==> src/hw/cycle_timer_map.vh <==
// Constants of the camera and illumination cycle timer: register map,
// field positions, reset values, mode codes and state codes.
// Assumes inclusion by bare name from the design files of this block.
`ifndef CYCLE_TIMER_MAP_VH
`define CYCLE_TIMER_MAP_VH

// Register byte offsets
`define OFS_CTRL 8'h00
`define OFS_CMD 8'h04
`define OFS_TRIG_WIDTH 8'h08
`define OFS_LIGHT_WIDTH 8'h0C
`define OFS_LIGHT_OFFSET 8'h10
`define OFS_EXP_GAP 8'h14
`define OFS_MIN_SPACING 8'h18
`define OFS_SEQ_LENGTH 8'h1C
`define OFS_STATUS 8'h20
`define OFS_CYCLE_COUNT 8'h24

// Register indices returned by the address decoder
`define IDX_CTRL 4'h0
`define IDX_CMD 4'h1
`define IDX_TRIG_WIDTH 4'h2
`define IDX_LIGHT_WIDTH 4'h3
`define IDX_LIGHT_OFFSET 4'h4
`define IDX_EXP_GAP 4'h5
`define IDX_MIN_SPACING 4'h6
`define IDX_SEQ_LENGTH 4'h7
`define IDX_STATUS 4'h8
`define IDX_CYCLE_COUNT 4'h9
`define IDX_NONE 4'hF

// Control register fields
`define CTRL_METHOD_LO 0
`define CTRL_METHOD_HI 1
`define CTRL_EARLY 2
`define CTRL_OVERLAP 3
`define CTRL_TRIG_SEL_LO 4
`define CTRL_TRIG_SEL_HI 5
`define CTRL_START_SEL_LO 6
`define CTRL_START_SEL_HI 7
`define CTRL_STOP_SEL_LO 8
`define CTRL_STOP_SEL_HI 9
`define CTRL_W 10

// Command register bits
`define CMD_START_SEQ 0
`define CMD_STOP_SEQ 1
`define CMD_START_CYCLE 2

// Camera control methods
`define METHOD_FREE 2'h0
`define METHOD_EXTERNAL 2'h1
`define METHOD_RATE 2'h2
`define METHOD_RATE_EXP 2'h3

// Source selects
`define SEL_IMMEDIATE 2'h0
`define SEL_COMMAND 2'h1
`define SEL_PIN 2'h2
`define STOP_COMMAND 2'h0
`define STOP_LENGTH 2'h1
`define STOP_PIN 2'h2

// Reset values
`define RST_CTRL 10'h000
`define RST_TRIG_WIDTH 24'h00_0064
`define RST_LIGHT_WIDTH 24'h00_0032
`define RST_LIGHT_OFFSET 24'h00_0004
`define RST_EXP_GAP 24'h00_0010
`define RST_MIN_SPACING 24'h00_03E8
`define RST_SEQ_LENGTH 24'h00_0001

// Widths and slack
`define TW 24
`define CW 26
`define PERMIT_SLACK 26'h000_0003

// Sequence states
`define SEQ_IDLE 1'b0
`define SEQ_RUN 1'b1

`endif

==> src/hw/sync_bus.v <==
// Two-flip-flop synchroniser for a group of asynchronous level inputs.
// Assumes the inputs are slow levels from pins outside the pclk domain.
`default_nettype none

module sync_bus #(
  parameter W = 3
) (
  input wire pclk,
  input wire presetn,
  input wire [W-1:0] async_in,
  output wire [W-1:0] sync_out
);

reg [W-1:0] meta_r;
reg [W-1:0] stable_r;

genvar i;
generate
  for (i = 0; i < W; i = i + 1)
  begin : g_bit
    always @(posedge pclk or negedge presetn)
    begin
      if (!presetn)
      begin
        meta_r[i] <= 1'b0;
        stable_r[i] <= 1'b0;
      end
      else
      begin
        meta_r[i] <= async_in[i];
        stable_r[i] <= meta_r[i];
      end
    end
  end
endgenerate

assign sync_out = stable_r;

endmodule // sync_bus

`default_nettype wire

==> src/hw/pulse_shaper.v <==
// One delayed pulse per start: high from count delay for width counts.
// Assumes start is a one-cycle pulse on pclk; abort drops the output.
`default_nettype none
`include "cycle_timer_map.vh"

module pulse_shaper (
  input wire pclk,
  input wire presetn,
  input wire start,
  input wire abort,
  input wire [`TW-1:0] delay,
  input wire [`TW-1:0] width,
  output reg pulse_r
);

reg act_r;
reg [`TW:0] cnt_r;
wire [`TW-1:0] eff_width;
wire [`TW:0] end_cnt;

// A zero width still yields a single one-clock pulse
assign eff_width = (width == {`TW{1'b0}}) ? {{(`TW-1){1'b0}}, 1'b1} : width;
assign end_cnt = {1'b0, delay} + {1'b0, eff_width};

always @(posedge pclk or negedge presetn)
begin
  if (!presetn)
  begin
    act_r <= 1'b0;
    cnt_r <= {(`TW+1){1'b0}};
    pulse_r <= 1'b0;
  end
  else if (abort)
  begin
    act_r <= 1'b0;
    cnt_r <= {(`TW+1){1'b0}};
    pulse_r <= 1'b0;
  end
  else if (start)
  begin
    act_r <= 1'b1;
    cnt_r <= {(`TW+1){1'b0}};
    pulse_r <= (delay == {`TW{1'b0}});
  end
  else if (act_r)
  begin
    cnt_r <= cnt_r + {{`TW{1'b0}}, 1'b1};
    pulse_r <= ((cnt_r + {{`TW{1'b0}}, 1'b1}) >= {1'b0, delay}) &&
               ((cnt_r + {{`TW{1'b0}}, 1'b1}) < end_cnt);
    if ((cnt_r + {{`TW{1'b0}}, 1'b1}) >= end_cnt)
    begin
      act_r <= 1'b0;
    end
  end
end

endmodule // pulse_shaper

`default_nettype wire

==> src/hw/camera_illumination_cycle_timer.v <==
// Camera and illumination cycle timer with APB register access.
// Assumes an APB master on pclk, pins needing synchronisation, and
// mem_space_ok from same-clock acquisition logic.
`default_nettype none
`include "cycle_timer_map.vh"

// Function
// - Four camera control methods selectable
// - Passive methods: no trigger, no light pulse
// - Rate-only: one trigger per cycle, leading edge
// - Rate-exposure: trailing edge ends exposure
// - One camera trigger, one light output
// - Each start: one trigger, light, permit
// - Trigger width equals programmed exposure
// - Light width equals programmed duration
// - Light offset between trigger and light leading edges
// - Late arrangement: light after trigger edge
// - Early arrangement: trigger after light edge
// - No new cycle before permit
// - Hold start while any condition unmet
// - Overlap places permit earlier
// - Overlap respects inter-exposure gap
// - Starts never closer than minimum spacing
// - Sequences bounded by start, stop conditions
// - Immediate source: self-trigger after each permit
module camera_illumination_cycle_timer (
  input wire pclk,
  input wire presetn,
  input wire psel,
  input wire penable,
  input wire pwrite,
  input wire [31:0] paddr,
  input wire [31:0] pwdata,
  output wire pready,
  output reg [31:0] prdata,
  output wire pslverr,
  input wire cycle_trigger_pin,
  input wire seq_start_pin,
  input wire seq_stop_pin,
  input wire mem_space_ok,
  output wire trigger_out,
  output wire light_out,
  output reg cycle_begin_event_r,
  output reg next_cycle_permit_r
);

////////////////////////////////////////////////////////////////////////
// Register decode

function [3:0] reg_index;
  input [31:0] addr;
  begin
    if (addr[31:8] != 24'h00_0000 || addr[1:0] != 2'h0)
      reg_index = `IDX_NONE;
    else if (addr[7:0] == `OFS_CTRL)
      reg_index = `IDX_CTRL;
    else if (addr[7:0] == `OFS_CMD)
      reg_index = `IDX_CMD;
    else if (addr[7:0] == `OFS_TRIG_WIDTH)
      reg_index = `IDX_TRIG_WIDTH;
    else if (addr[7:0] == `OFS_LIGHT_WIDTH)
      reg_index = `IDX_LIGHT_WIDTH;
    else if (addr[7:0] == `OFS_LIGHT_OFFSET)
      reg_index = `IDX_LIGHT_OFFSET;
    else if (addr[7:0] == `OFS_EXP_GAP)
      reg_index = `IDX_EXP_GAP;
    else if (addr[7:0] == `OFS_MIN_SPACING)
      reg_index = `IDX_MIN_SPACING;
    else if (addr[7:0] == `OFS_SEQ_LENGTH)
      reg_index = `IDX_SEQ_LENGTH;
    else if (addr[7:0] == `OFS_STATUS)
      reg_index = `IDX_STATUS;
    else if (addr[7:0] == `OFS_CYCLE_COUNT)
      reg_index = `IDX_CYCLE_COUNT;
    else
      reg_index = `IDX_NONE;
  end
endfunction

function [`CW-1:0] max_cw;
  input [`CW-1:0] a;
  input [`CW-1:0] b;
  begin
    max_cw = (a > b) ? a : b;
  end
endfunction

reg [`CTRL_W-1:0] ctrl_r;
reg [`TW-1:0] trig_width_r;
reg [`TW-1:0] light_width_r;
reg [`TW-1:0] light_offset_r;
reg [`TW-1:0] exp_gap_r;
reg [`TW-1:0] min_spacing_r;
reg [`TW-1:0] seq_length_r;
reg [`TW-1:0] done_cnt_r;
reg seq_state_r;
reg start_armed_r;
reg stop_pend_r;
reg trig_pend_r;
reg busy_r;
reg [`CW-1:0] cyc_cnt_r;
reg [`CW-1:0] permit_at_r;
reg [`CW-1:0] permit_at_nxt;
reg [2:0] pin_prev_r;

wire [3:0] idx;
wire wr_en;
wire rd_setup;
wire [2:0] pins_sync;
wire [2:0] pin_rise;
wire [1:0] method;
wire [1:0] trig_sel;
wire [1:0] start_sel;
wire [1:0] stop_sel;
wire method_active;
wire cmd_start_seq;
wire cmd_stop_seq;
wire cmd_start_cycle;
wire start_req;
wire stop_req;
wire cycle_req;
wire len_reached;
wire seq_end;
wire go;
wire [`TW-1:0] trig_delay;
wire [`TW-1:0] light_delay;
wire [`CW-1:0] exp_end;
wire [`CW-1:0] light_end;
wire [`CW-1:0] spacing;

assign idx = reg_index(paddr);
assign wr_en = psel && penable && pwrite;
assign rd_setup = psel && !penable && !pwrite;
assign pready = 1'b1;
assign pslverr = psel && penable && (idx == `IDX_NONE);

////////////////////////////////////////////////////////////////////////
// Pin synchronisation and edges

sync_bus #(
  .W(3)
) u_sync (
  .pclk(pclk),
  .presetn(presetn),
  .async_in({seq_stop_pin, seq_start_pin, cycle_trigger_pin}),
  .sync_out(pins_sync)
);

assign pin_rise = pins_sync & ~pin_prev_r;

////////////////////////////////////////////////////////////////////////
// Mode and request decode

assign method = ctrl_r[`CTRL_METHOD_HI:`CTRL_METHOD_LO];
assign trig_sel = ctrl_r[`CTRL_TRIG_SEL_HI:`CTRL_TRIG_SEL_LO];
assign start_sel = ctrl_r[`CTRL_START_SEL_HI:`CTRL_START_SEL_LO];
assign stop_sel = ctrl_r[`CTRL_STOP_SEL_HI:`CTRL_STOP_SEL_LO];
// Free-run and external methods leave the cycle machinery idle
assign method_active = (method == `METHOD_RATE) ||
                       (method == `METHOD_RATE_EXP);

assign cmd_start_seq = wr_en && (idx == `IDX_CMD) && pwdata[`CMD_START_SEQ];
assign cmd_stop_seq = wr_en && (idx == `IDX_CMD) && pwdata[`CMD_STOP_SEQ];
assign cmd_start_cycle = wr_en && (idx == `IDX_CMD) &&
                         pwdata[`CMD_START_CYCLE];

assign start_req = cmd_start_seq ||
                   ((start_sel == `SEL_IMMEDIATE) && start_armed_r) ||
                   ((start_sel == `SEL_PIN) && pin_rise[1]);
assign stop_req = cmd_stop_seq ||
                  ((stop_sel == `STOP_PIN) && pin_rise[2]);
assign cycle_req = cmd_start_cycle ||
                   ((trig_sel == `SEL_PIN) && pin_rise[0]);
assign len_reached = (stop_sel == `STOP_LENGTH) &&
                     (done_cnt_r >= seq_length_r);
// Sequence ends only at a cycle boundary
assign seq_end = !busy_r && !cycle_begin_event_r &&
                 (stop_pend_r || len_reached || !method_active);

assign go = method_active && (seq_state_r == `SEQ_RUN) && !seq_end &&
            !busy_r && !cycle_begin_event_r && mem_space_ok &&
            ((trig_sel == `SEL_IMMEDIATE) || trig_pend_r);

////////////////////////////////////////////////////////////////////////
// Intra-cycle placement

// Late arrangement delays the light; early arrangement the trigger
assign trig_delay = ctrl_r[`CTRL_EARLY] ? light_offset_r :
                    {`TW{1'b0}};
assign light_delay = ctrl_r[`CTRL_EARLY] ? {`TW{1'b0}} :
                     light_offset_r;
assign exp_end = {2'b00, trig_delay} + {2'b00, trig_width_r};
assign light_end = {2'b00, light_delay} + {2'b00, light_width_r};
assign spacing = {2'b00, min_spacing_r};

// Permit time from cycle start, in clocks
always @*
begin
  if (ctrl_r[`CTRL_OVERLAP])
    permit_at_nxt = max_cw(spacing,
                           exp_end + {2'b00, exp_gap_r});
  else
    permit_at_nxt = exp_end + spacing;
  permit_at_nxt = max_cw(permit_at_nxt, max_cw(exp_end, light_end)) +
                  `PERMIT_SLACK;
end

pulse_shaper u_trigger (
  .pclk(pclk),
  .presetn(presetn),
  .start(cycle_begin_event_r),
  .abort(!method_active),
  .delay(trig_delay),
  .width(trig_width_r),
  .pulse_r(trigger_out)
);

pulse_shaper u_light (
  .pclk(pclk),
  .presetn(presetn),
  .start(cycle_begin_event_r),
  .abort(!method_active),
  .delay(light_delay),
  .width(light_width_r),
  .pulse_r(light_out)
);

////////////////////////////////////////////////////////////////////////
// Registers, sequence and cycle control

always @(posedge pclk or negedge presetn)
begin
  if (!presetn)
  begin
    ctrl_r <= `RST_CTRL;
    trig_width_r <= `RST_TRIG_WIDTH;
    light_width_r <= `RST_LIGHT_WIDTH;
    light_offset_r <= `RST_LIGHT_OFFSET;
    exp_gap_r <= `RST_EXP_GAP;
    min_spacing_r <= `RST_MIN_SPACING;
    seq_length_r <= `RST_SEQ_LENGTH;
    pin_prev_r <= 3'h0;
    seq_state_r <= `SEQ_IDLE;
    start_armed_r <= 1'b1;
    stop_pend_r <= 1'b0;
    trig_pend_r <= 1'b0;
    busy_r <= 1'b0;
    cyc_cnt_r <= {`CW{1'b0}};
    permit_at_r <= {`CW{1'b0}};
    done_cnt_r <= {`TW{1'b0}};
    cycle_begin_event_r <= 1'b0;
    next_cycle_permit_r <= 1'b0;
  end
  else
  begin
    pin_prev_r <= pins_sync;
    if (wr_en && idx == `IDX_CTRL)
      ctrl_r <= pwdata[`CTRL_W-1:0];
    if (wr_en && idx == `IDX_TRIG_WIDTH)
      trig_width_r <= pwdata[`TW-1:0];
    if (wr_en && idx == `IDX_LIGHT_WIDTH)
      light_width_r <= pwdata[`TW-1:0];
    if (wr_en && idx == `IDX_LIGHT_OFFSET)
      light_offset_r <= pwdata[`TW-1:0];
    if (wr_en && idx == `IDX_EXP_GAP)
      exp_gap_r <= pwdata[`TW-1:0];
    if (wr_en && idx == `IDX_MIN_SPACING)
      min_spacing_r <= pwdata[`TW-1:0];
    if (wr_en && idx == `IDX_SEQ_LENGTH)
      seq_length_r <= pwdata[`TW-1:0];

    cycle_begin_event_r <= go;
    case (seq_state_r)
      `SEQ_IDLE:
      begin
        stop_pend_r <= 1'b0;
        trig_pend_r <= 1'b0;
        // Writing control re-arms an immediate start
        if (wr_en && idx == `IDX_CTRL)
          start_armed_r <= 1'b1;
        else if (method_active && start_req)
        begin
          start_armed_r <= 1'b0;
          seq_state_r <= `SEQ_RUN;
          done_cnt_r <= {`TW{1'b0}};
        end
      end
      default:
      begin
        if (seq_end)
          seq_state_r <= `SEQ_IDLE;
        if (stop_req)
          stop_pend_r <= 1'b1;
        // A new request in the start cycle wins over the clear
        if (cycle_req)
          trig_pend_r <= 1'b1;
        else if (go)
          trig_pend_r <= 1'b0;
        if (cycle_begin_event_r)
          done_cnt_r <= done_cnt_r + {{(`TW-1){1'b0}}, 1'b1};
      end
    endcase

    next_cycle_permit_r <= 1'b0;
    if (go)
    begin
      busy_r <= 1'b1;
      cyc_cnt_r <= {`CW{1'b0}};
      permit_at_r <= permit_at_nxt;
    end
    else if (busy_r)
    begin
      cyc_cnt_r <= cyc_cnt_r + {{(`CW-1){1'b0}}, 1'b1};
      if (cyc_cnt_r == permit_at_r)
      begin
        busy_r <= 1'b0;
        next_cycle_permit_r <= 1'b1;
      end
    end
  end
end

////////////////////////////////////////////////////////////////////////
// Read data, captured in the setup phase

always @(posedge pclk or negedge presetn)
begin
  if (!presetn)
    prdata <= 32'h0000_0000;
  else if (rd_setup)
  begin
    if (idx == `IDX_CTRL)
      prdata <= {{(32-`CTRL_W){1'b0}}, ctrl_r};
    else if (idx == `IDX_TRIG_WIDTH)
      prdata <= {8'h00, trig_width_r};
    else if (idx == `IDX_LIGHT_WIDTH)
      prdata <= {8'h00, light_width_r};
    else if (idx == `IDX_LIGHT_OFFSET)
      prdata <= {8'h00, light_offset_r};
    else if (idx == `IDX_EXP_GAP)
      prdata <= {8'h00, exp_gap_r};
    else if (idx == `IDX_MIN_SPACING)
      prdata <= {8'h00, min_spacing_r};
    else if (idx == `IDX_SEQ_LENGTH)
      prdata <= {8'h00, seq_length_r};
    else if (idx == `IDX_STATUS)
      prdata <= {26'h000_0000, stop_pend_r, trig_pend_r, light_out,
                 trigger_out, busy_r, seq_state_r};
    else if (idx == `IDX_CYCLE_COUNT)
      prdata <= {8'h00, done_cnt_r};
    else
      prdata <= 32'h0000_0000;
  end
end

endmodule // camera_illumination_cycle_timer

`default_nettype wire

==> config.mk <==
export PLATFORM = sky130hd
export DESIGN_NAME = camera_illumination_cycle_timer
export DESIGN_NICKNAME = d
export VERILOG_FILES = /design/src/hw/sync_bus.v /design/src/hw/pulse_shaper.v /design/src/hw/camera_illumination_cycle_timer.v
export VERILOG_INCLUDE_DIRS = /design/src /design/src/hw
export SDC_FILE = /design/constraint.sdc
export NUM_CORES = 1
export LEC_CHECK = 0
export ABC_AREA = 1
export BUFFER_PORTS_ARGS = -buffer_cell sky130_fd_sc_hd__buf_2
export CAP_MARGIN = 20
export CORE_AREA = 2 2 232 234
export CTS_BUF_LIST = sky130_fd_sc_hd__clkbuf_8
export DETAILED_ROUTE_END_ITERATION = 12
export DIE_AREA = 0 0 234 236
export GPL_ROUTABILITY_DRIVEN = 1
export MAX_ROUTING_LAYER = met4
export PLACE_DENSITY = 0.85
export SLEW_MARGIN = 20
export SYNTH_ARGS = -nofsm -noshare
export SYNTH_HDL_FRONTEND = slang
export SYNTH_HIERARCHICAL = 1
export SYNTH_SLANG_ARGS = --single-unit
==> constraint.sdc <==
create_clock -name pclk -period 12.25 [get_ports pclk]
set_input_delay 1.225 -clock pclk [delete_from_list [all_inputs] [get_ports pclk]]
set_output_delay 1.225 -clock pclk [all_outputs]
set_load 0.01 [all_outputs]
==> impl_metrics.csv, run 1 <==
group,metric,value,unit
sta,rsz0062_at_grt,"false",
sta,drv_slew,0,
sta,max_slew.worst_pin.slew,1.319,ns
cells_and_area,drive_gt1_share,8.262,%
die,num_rows,85,
setup_path,crit_path_max_fanout,49,
setup_path,worst_path_most_repeated_cell,"nand2_1",
power,power,2.200,mW
synthesis,synth_top_cell_by_area,"dfrtp_1",
setup_path,slowest_delay,1.03,ns
power,power_frac_clock,48.7,%
detailed_routing,wl_per_cell,19.45,um
place,numPortBuffers,93,
cells_and_area,instances_no_fill,5357,
global_route,overflow,0,
power,p_seq_share,48.8,%
place,dp_cells,5252,
detailed_routing,routed_via_density,5.913,
setup_path,crit_path_end_kind,"flip-flop",
clock_tree,cts_hold_repair.buffers,0,
power,ir_worst_vdd,0.08901,mV
sta,fmax,97.06,MHz
min_path,min_path_type,"flip-flop to flip-flop",
synthesis,async_flop_share,100.0,%
synthesis,synth-edff-count,0,
die,initial_core_util,58.90,%
synthesis,synth_cell_types,73,
cells_and_area,syn_to_final_growth,6.957,%
synthesis,synth-seq-area-share,26.00,%
detailed_routing,drc,0,
synthesis,synthTopCellsByArea,"dfrtp_1, nand2_1, ha_1, inv_1, o21ai_0",
detailed_routing,dr_total_vias,31670,
clock_tree,cts_setup_buffers,0,
sta,period_minus_slack,10.30,ns
synthesis,ys.flop_type,"dfrtp_1",
detailed_routing,wl,104.2,mm
die,core-area,53070,sq um
power,comb_power_share,2.6,%
synthesis,ys_ff_latch,324,
detailed_routing,drtPass1Iterations,8,
power,cellInternalPower,1.652,mW
die,die_h,236,um
sta,slew_headroom,11.46,%
synthesis,syn_inst,4578,
clock_tree,cts_max_level,2,
die,io_pins,111,
sta,skew,0.09562,ns
cells_and_area,nNetsFinal,5042,
setup_path,cp-start-kind,"flip-flop",
run_status,status,"complete, no violations",
detailed_routing,drt_iter0_drc,3335,
setup_path,slowest_stage,"xnor2_1",
global_route,antenna_found_initial,1,
setup_path,crit_arrival,10.95,ns
die,die_x,234,um
die,fp.dieArea,55220,sq um
clock_tree,clockRootBuffer,"clkbuf_8",
sta,fin_crit_sh,84.10,%
power,switchingPower,0.5483,mW
clock_tree,clkLatencyLatePin,0.74,ns
clock_tree,clk_pin_slew,0.06,ns
sta,final_hold_viol_count,0,
synthesis,synth_area,31260,sq um
clock_tree,cts_sinks,324,
power,p_per_area,65.82,nW/um^2
clock_tree,post_cts_resized,0,
global_route,grt_pass1_wl,161.3,mm
setup_path,cp_top_family,"simple AND/OR/NAND/NOR gates",
synthesis,synth_top_cell_area_share,24.66,%
power,leakagePower,17.51,nW
setup_path,worstSetupPathType,"flip-flop to flip-flop",
flow_run,drv_cap,0,
setup_path,required,12.90,ns
clock_tree,cts_tree,"yes",
sta,whs,0.3559,ns
detailed_routing,ant_nets,0,
global_route,grt_max_degree,164,
power,p_sw_share,24.92,%
global_route,grt_pass1_vias,29460,
synthesis,synth_warnings,6,
global_route,track_usage,38.75,%
place,dp_hpwl,83.20,mm
setup_path,path_buf_inv,4,
clock_tree,cts_buffers,56,
place,gp_congestion,1.071,
synthesis,syn_area_per_cell,6.828,sq um
sta,fin_setup_tns,0,ns
clock_tree,cts_buffer_depth,3,
sta,finalSetupViolations,0,
cell usage in the layout (no fill, tap or decap), types with 25 or more instances in the layout:
| cell | instances |
|---|---|
| a21oi_1 | 277 |
| buf_2 | 92 |
| buf_4 | 29 |
| clkbuf_8 | 74 |
| dfrtp_1 | 308 |
| ha_1 | 348 |
| inv_1 | 632 |
| nand2_1 | 1172 |
| nand2_2 | 30 |
| nand3_1 | 273 |
| nand4_1 | 70 |
| nor2_1 | 292 |
| nor3_1 | 67 |
| nor4_1 | 42 |
| o211ai_1 | 25 |
| o21ai_0 | 341 |
| o22ai_1 | 42 |
| or2_2 | 29 |
| xnor2_1 | 65 |
| xor2_1 | 111 |
metal layers:
metal | vias up | share of wire (%) | GRT usage, %
li1 | 15250 | - | -
met1 | 14620 | 42 | 50.66
met2 | 1509 | 43 | 57.29
met3 | 297 | 9.4 | 6.734
met4 | 0 | 6.1 | 20.20
met5 | - | 0 | -
synthesized netlist by cell type, drive strengths merged (3+ instances only):
library cell  count
xor2            113
nand3b           11
o21a             14
a21o             12
clkbuf          115
a221oi           16
a21boi            6
nor3b             6
o22ai            43
nand3           283
clkinv            3
o21bai           22
dfstp            16
nor2            329
nor4             43
a211oi           13
o221ai            8
xnor2            65
fa                6
nor3             75
o211a             3
nor4b             4
buf              36
o31ai             6
o21ai           365
nand2          1207
ha              348
o2111ai          18
o211ai           25
or3               4
a21oi           281
and2              7
nand4            73
dfrtp           308
inv             634
a31oi            14
or2              30
cell families after synthesis:
logic type	after synthesis	share of synthesized area (%)
flops	324	26.00
compound gates	858	15.63
xor+xnor	178	5.036
fa+ha+maj	354	14.31
buf+inv	788	9.795
simple gates	2074	29.20
other cells	2	0.02403
registers in the layout (all words and copies together), names as in the netlist, 10 cells and up:
| name | flops |
|---|---|
| min_spacing_r | 24 |
| light_width_r | 24 |
| seq_length_r | 24 |
| done_cnt_r | 24 |
| ctrl_r | 10 |
| trig_width_r | 24 |
| prdata | 24 |
| light_offset_r | 24 |
| permit_at_r | 26 |
| u_light/cnt_r | 25 |
| cyc_cnt_r | 26 |
| u_trigger/cnt_r | 25 |
| exp_gap_r | 24 |
per-stage QoR:
| step | cell area [sq um] | setup WS (ns) | utilization, % |
|---|---|---|---|
| detailed placement | 32200 | 2.327 | 60.67 |
| finish | 33430 | 1.947 | 63.00 |
| CTS | 33420 | 2.316 | 62.97 |
| global placement | 32200 | 2.457 | 60.67 |
| global route | 33430 | 1.334 | 63.00 |
| floorplan | 31280 | 4.366 | - |
final timing paths:
kind | depth (start not counted) | slack [ns] | start | endpoint
setup / recovery | 62 | 1.95 | ctrl_r[2] | permit_at_r[13]
hold / removal | 0 | 0.36 | u_sync/meta_r[2] | u_sync/sync_out[2]
setup reg to reg | 62 | 1.95 | ctrl_r[2] | permit_at_r[13]
hold reg to reg | 0 | 0.36 | u_sync/meta_r[2] | u_sync/sync_out[2]
max in group asynchronous | 3 | 9.29 | presetn | u_light/cnt_r[23]
min in group asynchronous | 1 | 0.56 | presetn | cyc_cnt_r[22]
cell type report:
| class | count | area [sq um] |
|---|---|---|
| inverters | 637 | 2394 |
| fillers | 4883 | 19640 |
| multi-input cells | 3473 | 20100 |
| well taps | 696 | 870.8 |
| clock inverters | 29 | 203.9 |
| clock buffers | 74 | 1018 |
| repair buffers | 123 | 713.2 |
| flip-flops and latches | 324 | 8128 |
| diodes | 1 | 2.502 |
power by group through the flow:
stage / combinational, mW / clock [mW] / sequential, mW
6_report: 0.0568 / 1.07 / 1.07
5_1_grt: 0.0625 / 1.13 / 1.07
4_1_cts: 0.0570 / 1.08 / 1.07
3_5_place_dp: 0.0569 / 0 / 1.09
3_3_place_gp: 0.0561 / 0 / 1.09
2_1_floorplan: 0.0126 / 0 / 1.09
Power figures use the tool's default switching activity.
==> run 2, diff against run 1 <==
- ABC_AREA: 1 -> 0
- CORE_AREA: 2 2 232 234 -> 2 2 226 228
- DIE_AREA: 0 0 234 236 -> 0 0 228 230
- clock period: 12.25 -> 9.8 ns (I/O delays scaled with it)
==> run 2 against run 1 <==
  * The flow now finishes with violations (negative setup slack)
  * Clock-buffer cell count fell by 6
  * Fmax rose by 4.5%
  * Non-clock buffer count rose by 282
  * Total power rose by 23%
  * Area after synthesis fell by 4.5%
  * Critical path type unchanged
  * Largest cell class unchanged
  * Highest routed layer unchanged
==> impl_metrics.csv, run 2 <==
group,metric,value,unit
detailed_routing,ant_nets,0,
power,p_seq_share,49.5,%
power,power,2.708,mW
power,power_frac_clock,47.9,%
cells_and_area,final_common_cell,"ha_1",
setup_path,worst_path_most_repeated_cell,"o211ai_1",
power,ir_worst_vdd,0.1155,mV
run_status,status,"finished, violations left",
setup_path,crit_path_end_kind,"flip-flop",
global_route,track_usage,38.29,%
detailed_routing,dr_total_vias,28860,
detailed_routing,drc,0,
setup_path,crit_path_max_fanout,8,
synthesis,syn_area_per_cell,8.601,sq um
setup_path,cp-start-kind,"flip-flop",
synthesis,ys.flop_type,"dfrtp_1",
setup_path,cp_top_family,"compound AO/OA/AOI/OAI gates",
synthesis,async_flop_share,100.0,%
place,gp_congestion,1.095,
place,numPortBuffers,93,
detailed_routing,wl,100.8,mm
setup_path,reg2reg_from,"ctrl_r[2]",
min_path,hold_depth,0,
power,cellInternalPower,2.037,mW
setup_path,reg2reg_slack,-0.06,ns
die,die_h,230,um
clock_tree,clockRootBuffer,"clkbuf_8",
clock_tree,cts_sinks,324,
setup_path,required,10.39,ns
global_route,grt_pass1_vias,27580,
sta,slew_headroom,23.58,%
setup_path,crit_arrival,10.44,ns
setup_path,worstSetupPathType,"flip-flop to flip-flop",
sta,max_slew.worst_pin.slew,1.146,ns
setup_path,path_depth,48,
power,comb_power_share,2.5,%
cells_and_area,drive_gt1_share,21.30,%
sta,final_hold_viol_count,0,
cells_and_area,top_regs,"cyc_cnt_r x26, permit_at_r x26",
synthesis,yosys-top-cells-count,"ha_1, dfrtp_1, nor2_1",
global_route,overflow,0,
clock_tree,cts_tree,"yes",
setup_path,slowest_stage,"or3_1",
die,die_x,228,um
sta,skew,0.05855,ns
power,leakagePower,16.73,nW
global_route,antenna_found_initial,3,
synthesis,synthTopCellsByArea,"dfrtp_1, ha_1, mux2_2, xor2_1, xnor2_1",
setup_path,r2r-end,"permit_at_r[16]",
global_route,grt_max_degree,139,
synthesis,synth_area,29840,sq um
die,num_rows,82,
synthesis,synth-seq-area-share,27.24,%
detailed_routing,drtPass1Iterations,6,
sta,fmax,101.4,MHz
die,initial_core_util,59.84,%
synthesis,synth_cell_types,113,
die,fp.dieArea,52440,sq um
clock_tree,cts_buffer_depth,3,
sta,rsz0062_at_grt,"true",
setup_path,slowest_delay,0.43,ns
clock_tree,cts_buffers,57,
synthesis,syn_inst,3469,
detailed_routing,drt_iter0_drc,3013,
die,io_pins,111,
sta,period_minus_slack,9.858,ns
synthesis,synth_top_cell_by_area,"dfrtp_1",
sta,fin_crit_sh,100.6,%
power,p_per_area,78.39,nW/um^2
clock_tree,clkLatencyLatePin,0.72,ns
sta,finalSetupViolations,1,
global_route,grt_pass1_wl,153.1,mm
run_status,violations,"negative setup slack",
sta,whs,0.3407,ns
synthesis,ys_ff_latch,324,
setup_path,reg2regPathDepth,48,
power,switchingPower,0.6706,mW
place,dp_hpwl,76.87,mm
min_path,min_path_type,"flip-flop to flip-flop",
synthesis,synth_most_common_cell,"ha_1",
die,core-area,49860,sq um
sta,layout_setup_ws,-0.05832,ns
detailed_routing,wl_per_cell,22.52,um
clock_tree,cts_max_level,2,
setup_path,path_buf_inv,6,
cells_and_area,fill_cells,3880,
min_path,hp-start,"u_sync/meta_r[0]",
sta,fin_setup_tns,-0.05832,ns
place,pre_cts_ws,-0.3030,ns
synthesis,synth_warnings,6,
sta,drv_slew,0,
synthesis,synth_top_cell_area_share,25.83,%
flow_run,drv_cap,0,
cells_and_area,layout_common_cells,"ha_1, dfrtp_1, buf_4, nor2_1, nand2_1",
detailed_routing,routed_via_density,6.446,
cells_and_area,syn_to_final_growth,15.77,%
min_path,hold_end,"u_sync/sync_out[0]",
synthesis,synth-edff-count,0,
clock_tree,clk_pin_slew,0.06,ns
cells_and_area,nNetsFinal,4188,
power,p_sw_share,24.76,%
## run 2: cell count changes after synthesis, sizes merged, moves of 53 or more
| cell | delta |
|---|---|
| inv | -462 |
| a21oi | -67 |
| xnor2 | +76 |
| nor2b | +59 |
| o21ai | -166 |
| a21o | +70 |
| nand3 | -155 |
| nor2 | -53 |
| mux2 | +139 |
| nand2 | -934 |
| a22oi | +60 |
## run 2: layout make-up
class	instances	area, sq um	area share, %
Clock inverter	33	212.7	0.6158
Tap cell	672	840.8	2.434
Clock buffer	68	935.9	2.709
Timing Repair Buffer	405	2892	8.371
Antenna cell	2	5.005	0.01449
Sequential cell	324	8128	23.53
Inverter	172	645.6	1.869
Multi-Input combinational cell	2801	20880	60.46
## run 2: worst max path at each step
stage	startpoint	endpoint	slack, ns
2_1_floorplan	ctrl_r[2]	permit_at_r[14]	0.04
3_3_place_gp	light_offset_r[0]	permit_at_r[18]	-0.01
3_5_place_dp	light_offset_r[0]	permit_at_r[16]	-0.30
4_1_cts	light_offset_r[0]	permit_at_r[16]	0.009
5_1_grt	ctrl_r[2]	permit_at_r[16]	-0.49
6_report	ctrl_r[2]	permit_at_r[16]	-0.06
## run 2: what timing repair did
action	CTS	global route
pin swaps	3	53
setup buffers	3	16
endpoints found under the setup margin	16	24
gates resized for setup	7	125
cloned	0	1
hold buffers	0	0
## run 2: power groups by stage
stage          Combinational [mW]  Sequential (mW)  Clock [mW]
2_1_floorplan              0.0118             1.36           0
3_3_place_gp               0.0665             1.36           0
3_5_place_dp               0.0677             1.36           0
4_1_cts                    0.0678             1.34        1.31
5_1_grt                    0.0748             1.34        1.36
6_report                   0.0687             1.34        1.30
## run 2: through the flow
stage	util (%)	instances	area [sq um]
after floorplan	-	3476	29870
after global placement	65.48	4354	32650
after detailed placement	65.48	4354	32650
after CTS	67.88	4458	33850
after global routing	69.27	4477	34540
final	69.27	4477	34540
## run 2: metal layers
layer  vias up  share of wire [%]  global-route usage (%)
met5         -                  0                       -
met4         0                7.7                   23.35
met3       416                 11                   9.772
met2      1540                 43                   57.31
met1     13710                 38                   46.51
li1      13190                  -                       -
## run 2: logic make-up (layout without fill, tap and decap cells)
group	Yosys count	after routing	share of synthesized area [%]
AND/OR/NAND/NOR	1100	1100	18.55
buffers and inverters	351	678	4.772
XOR/XNOR	287	287	8.450
multiplexers	163	163	6.051
flip-flops	324	324	27.24
adder cells (fa/ha/maj)	354	354	15.00
other	2	11	0.02517
AO/OA/AOI/OAI	888	888	19.92
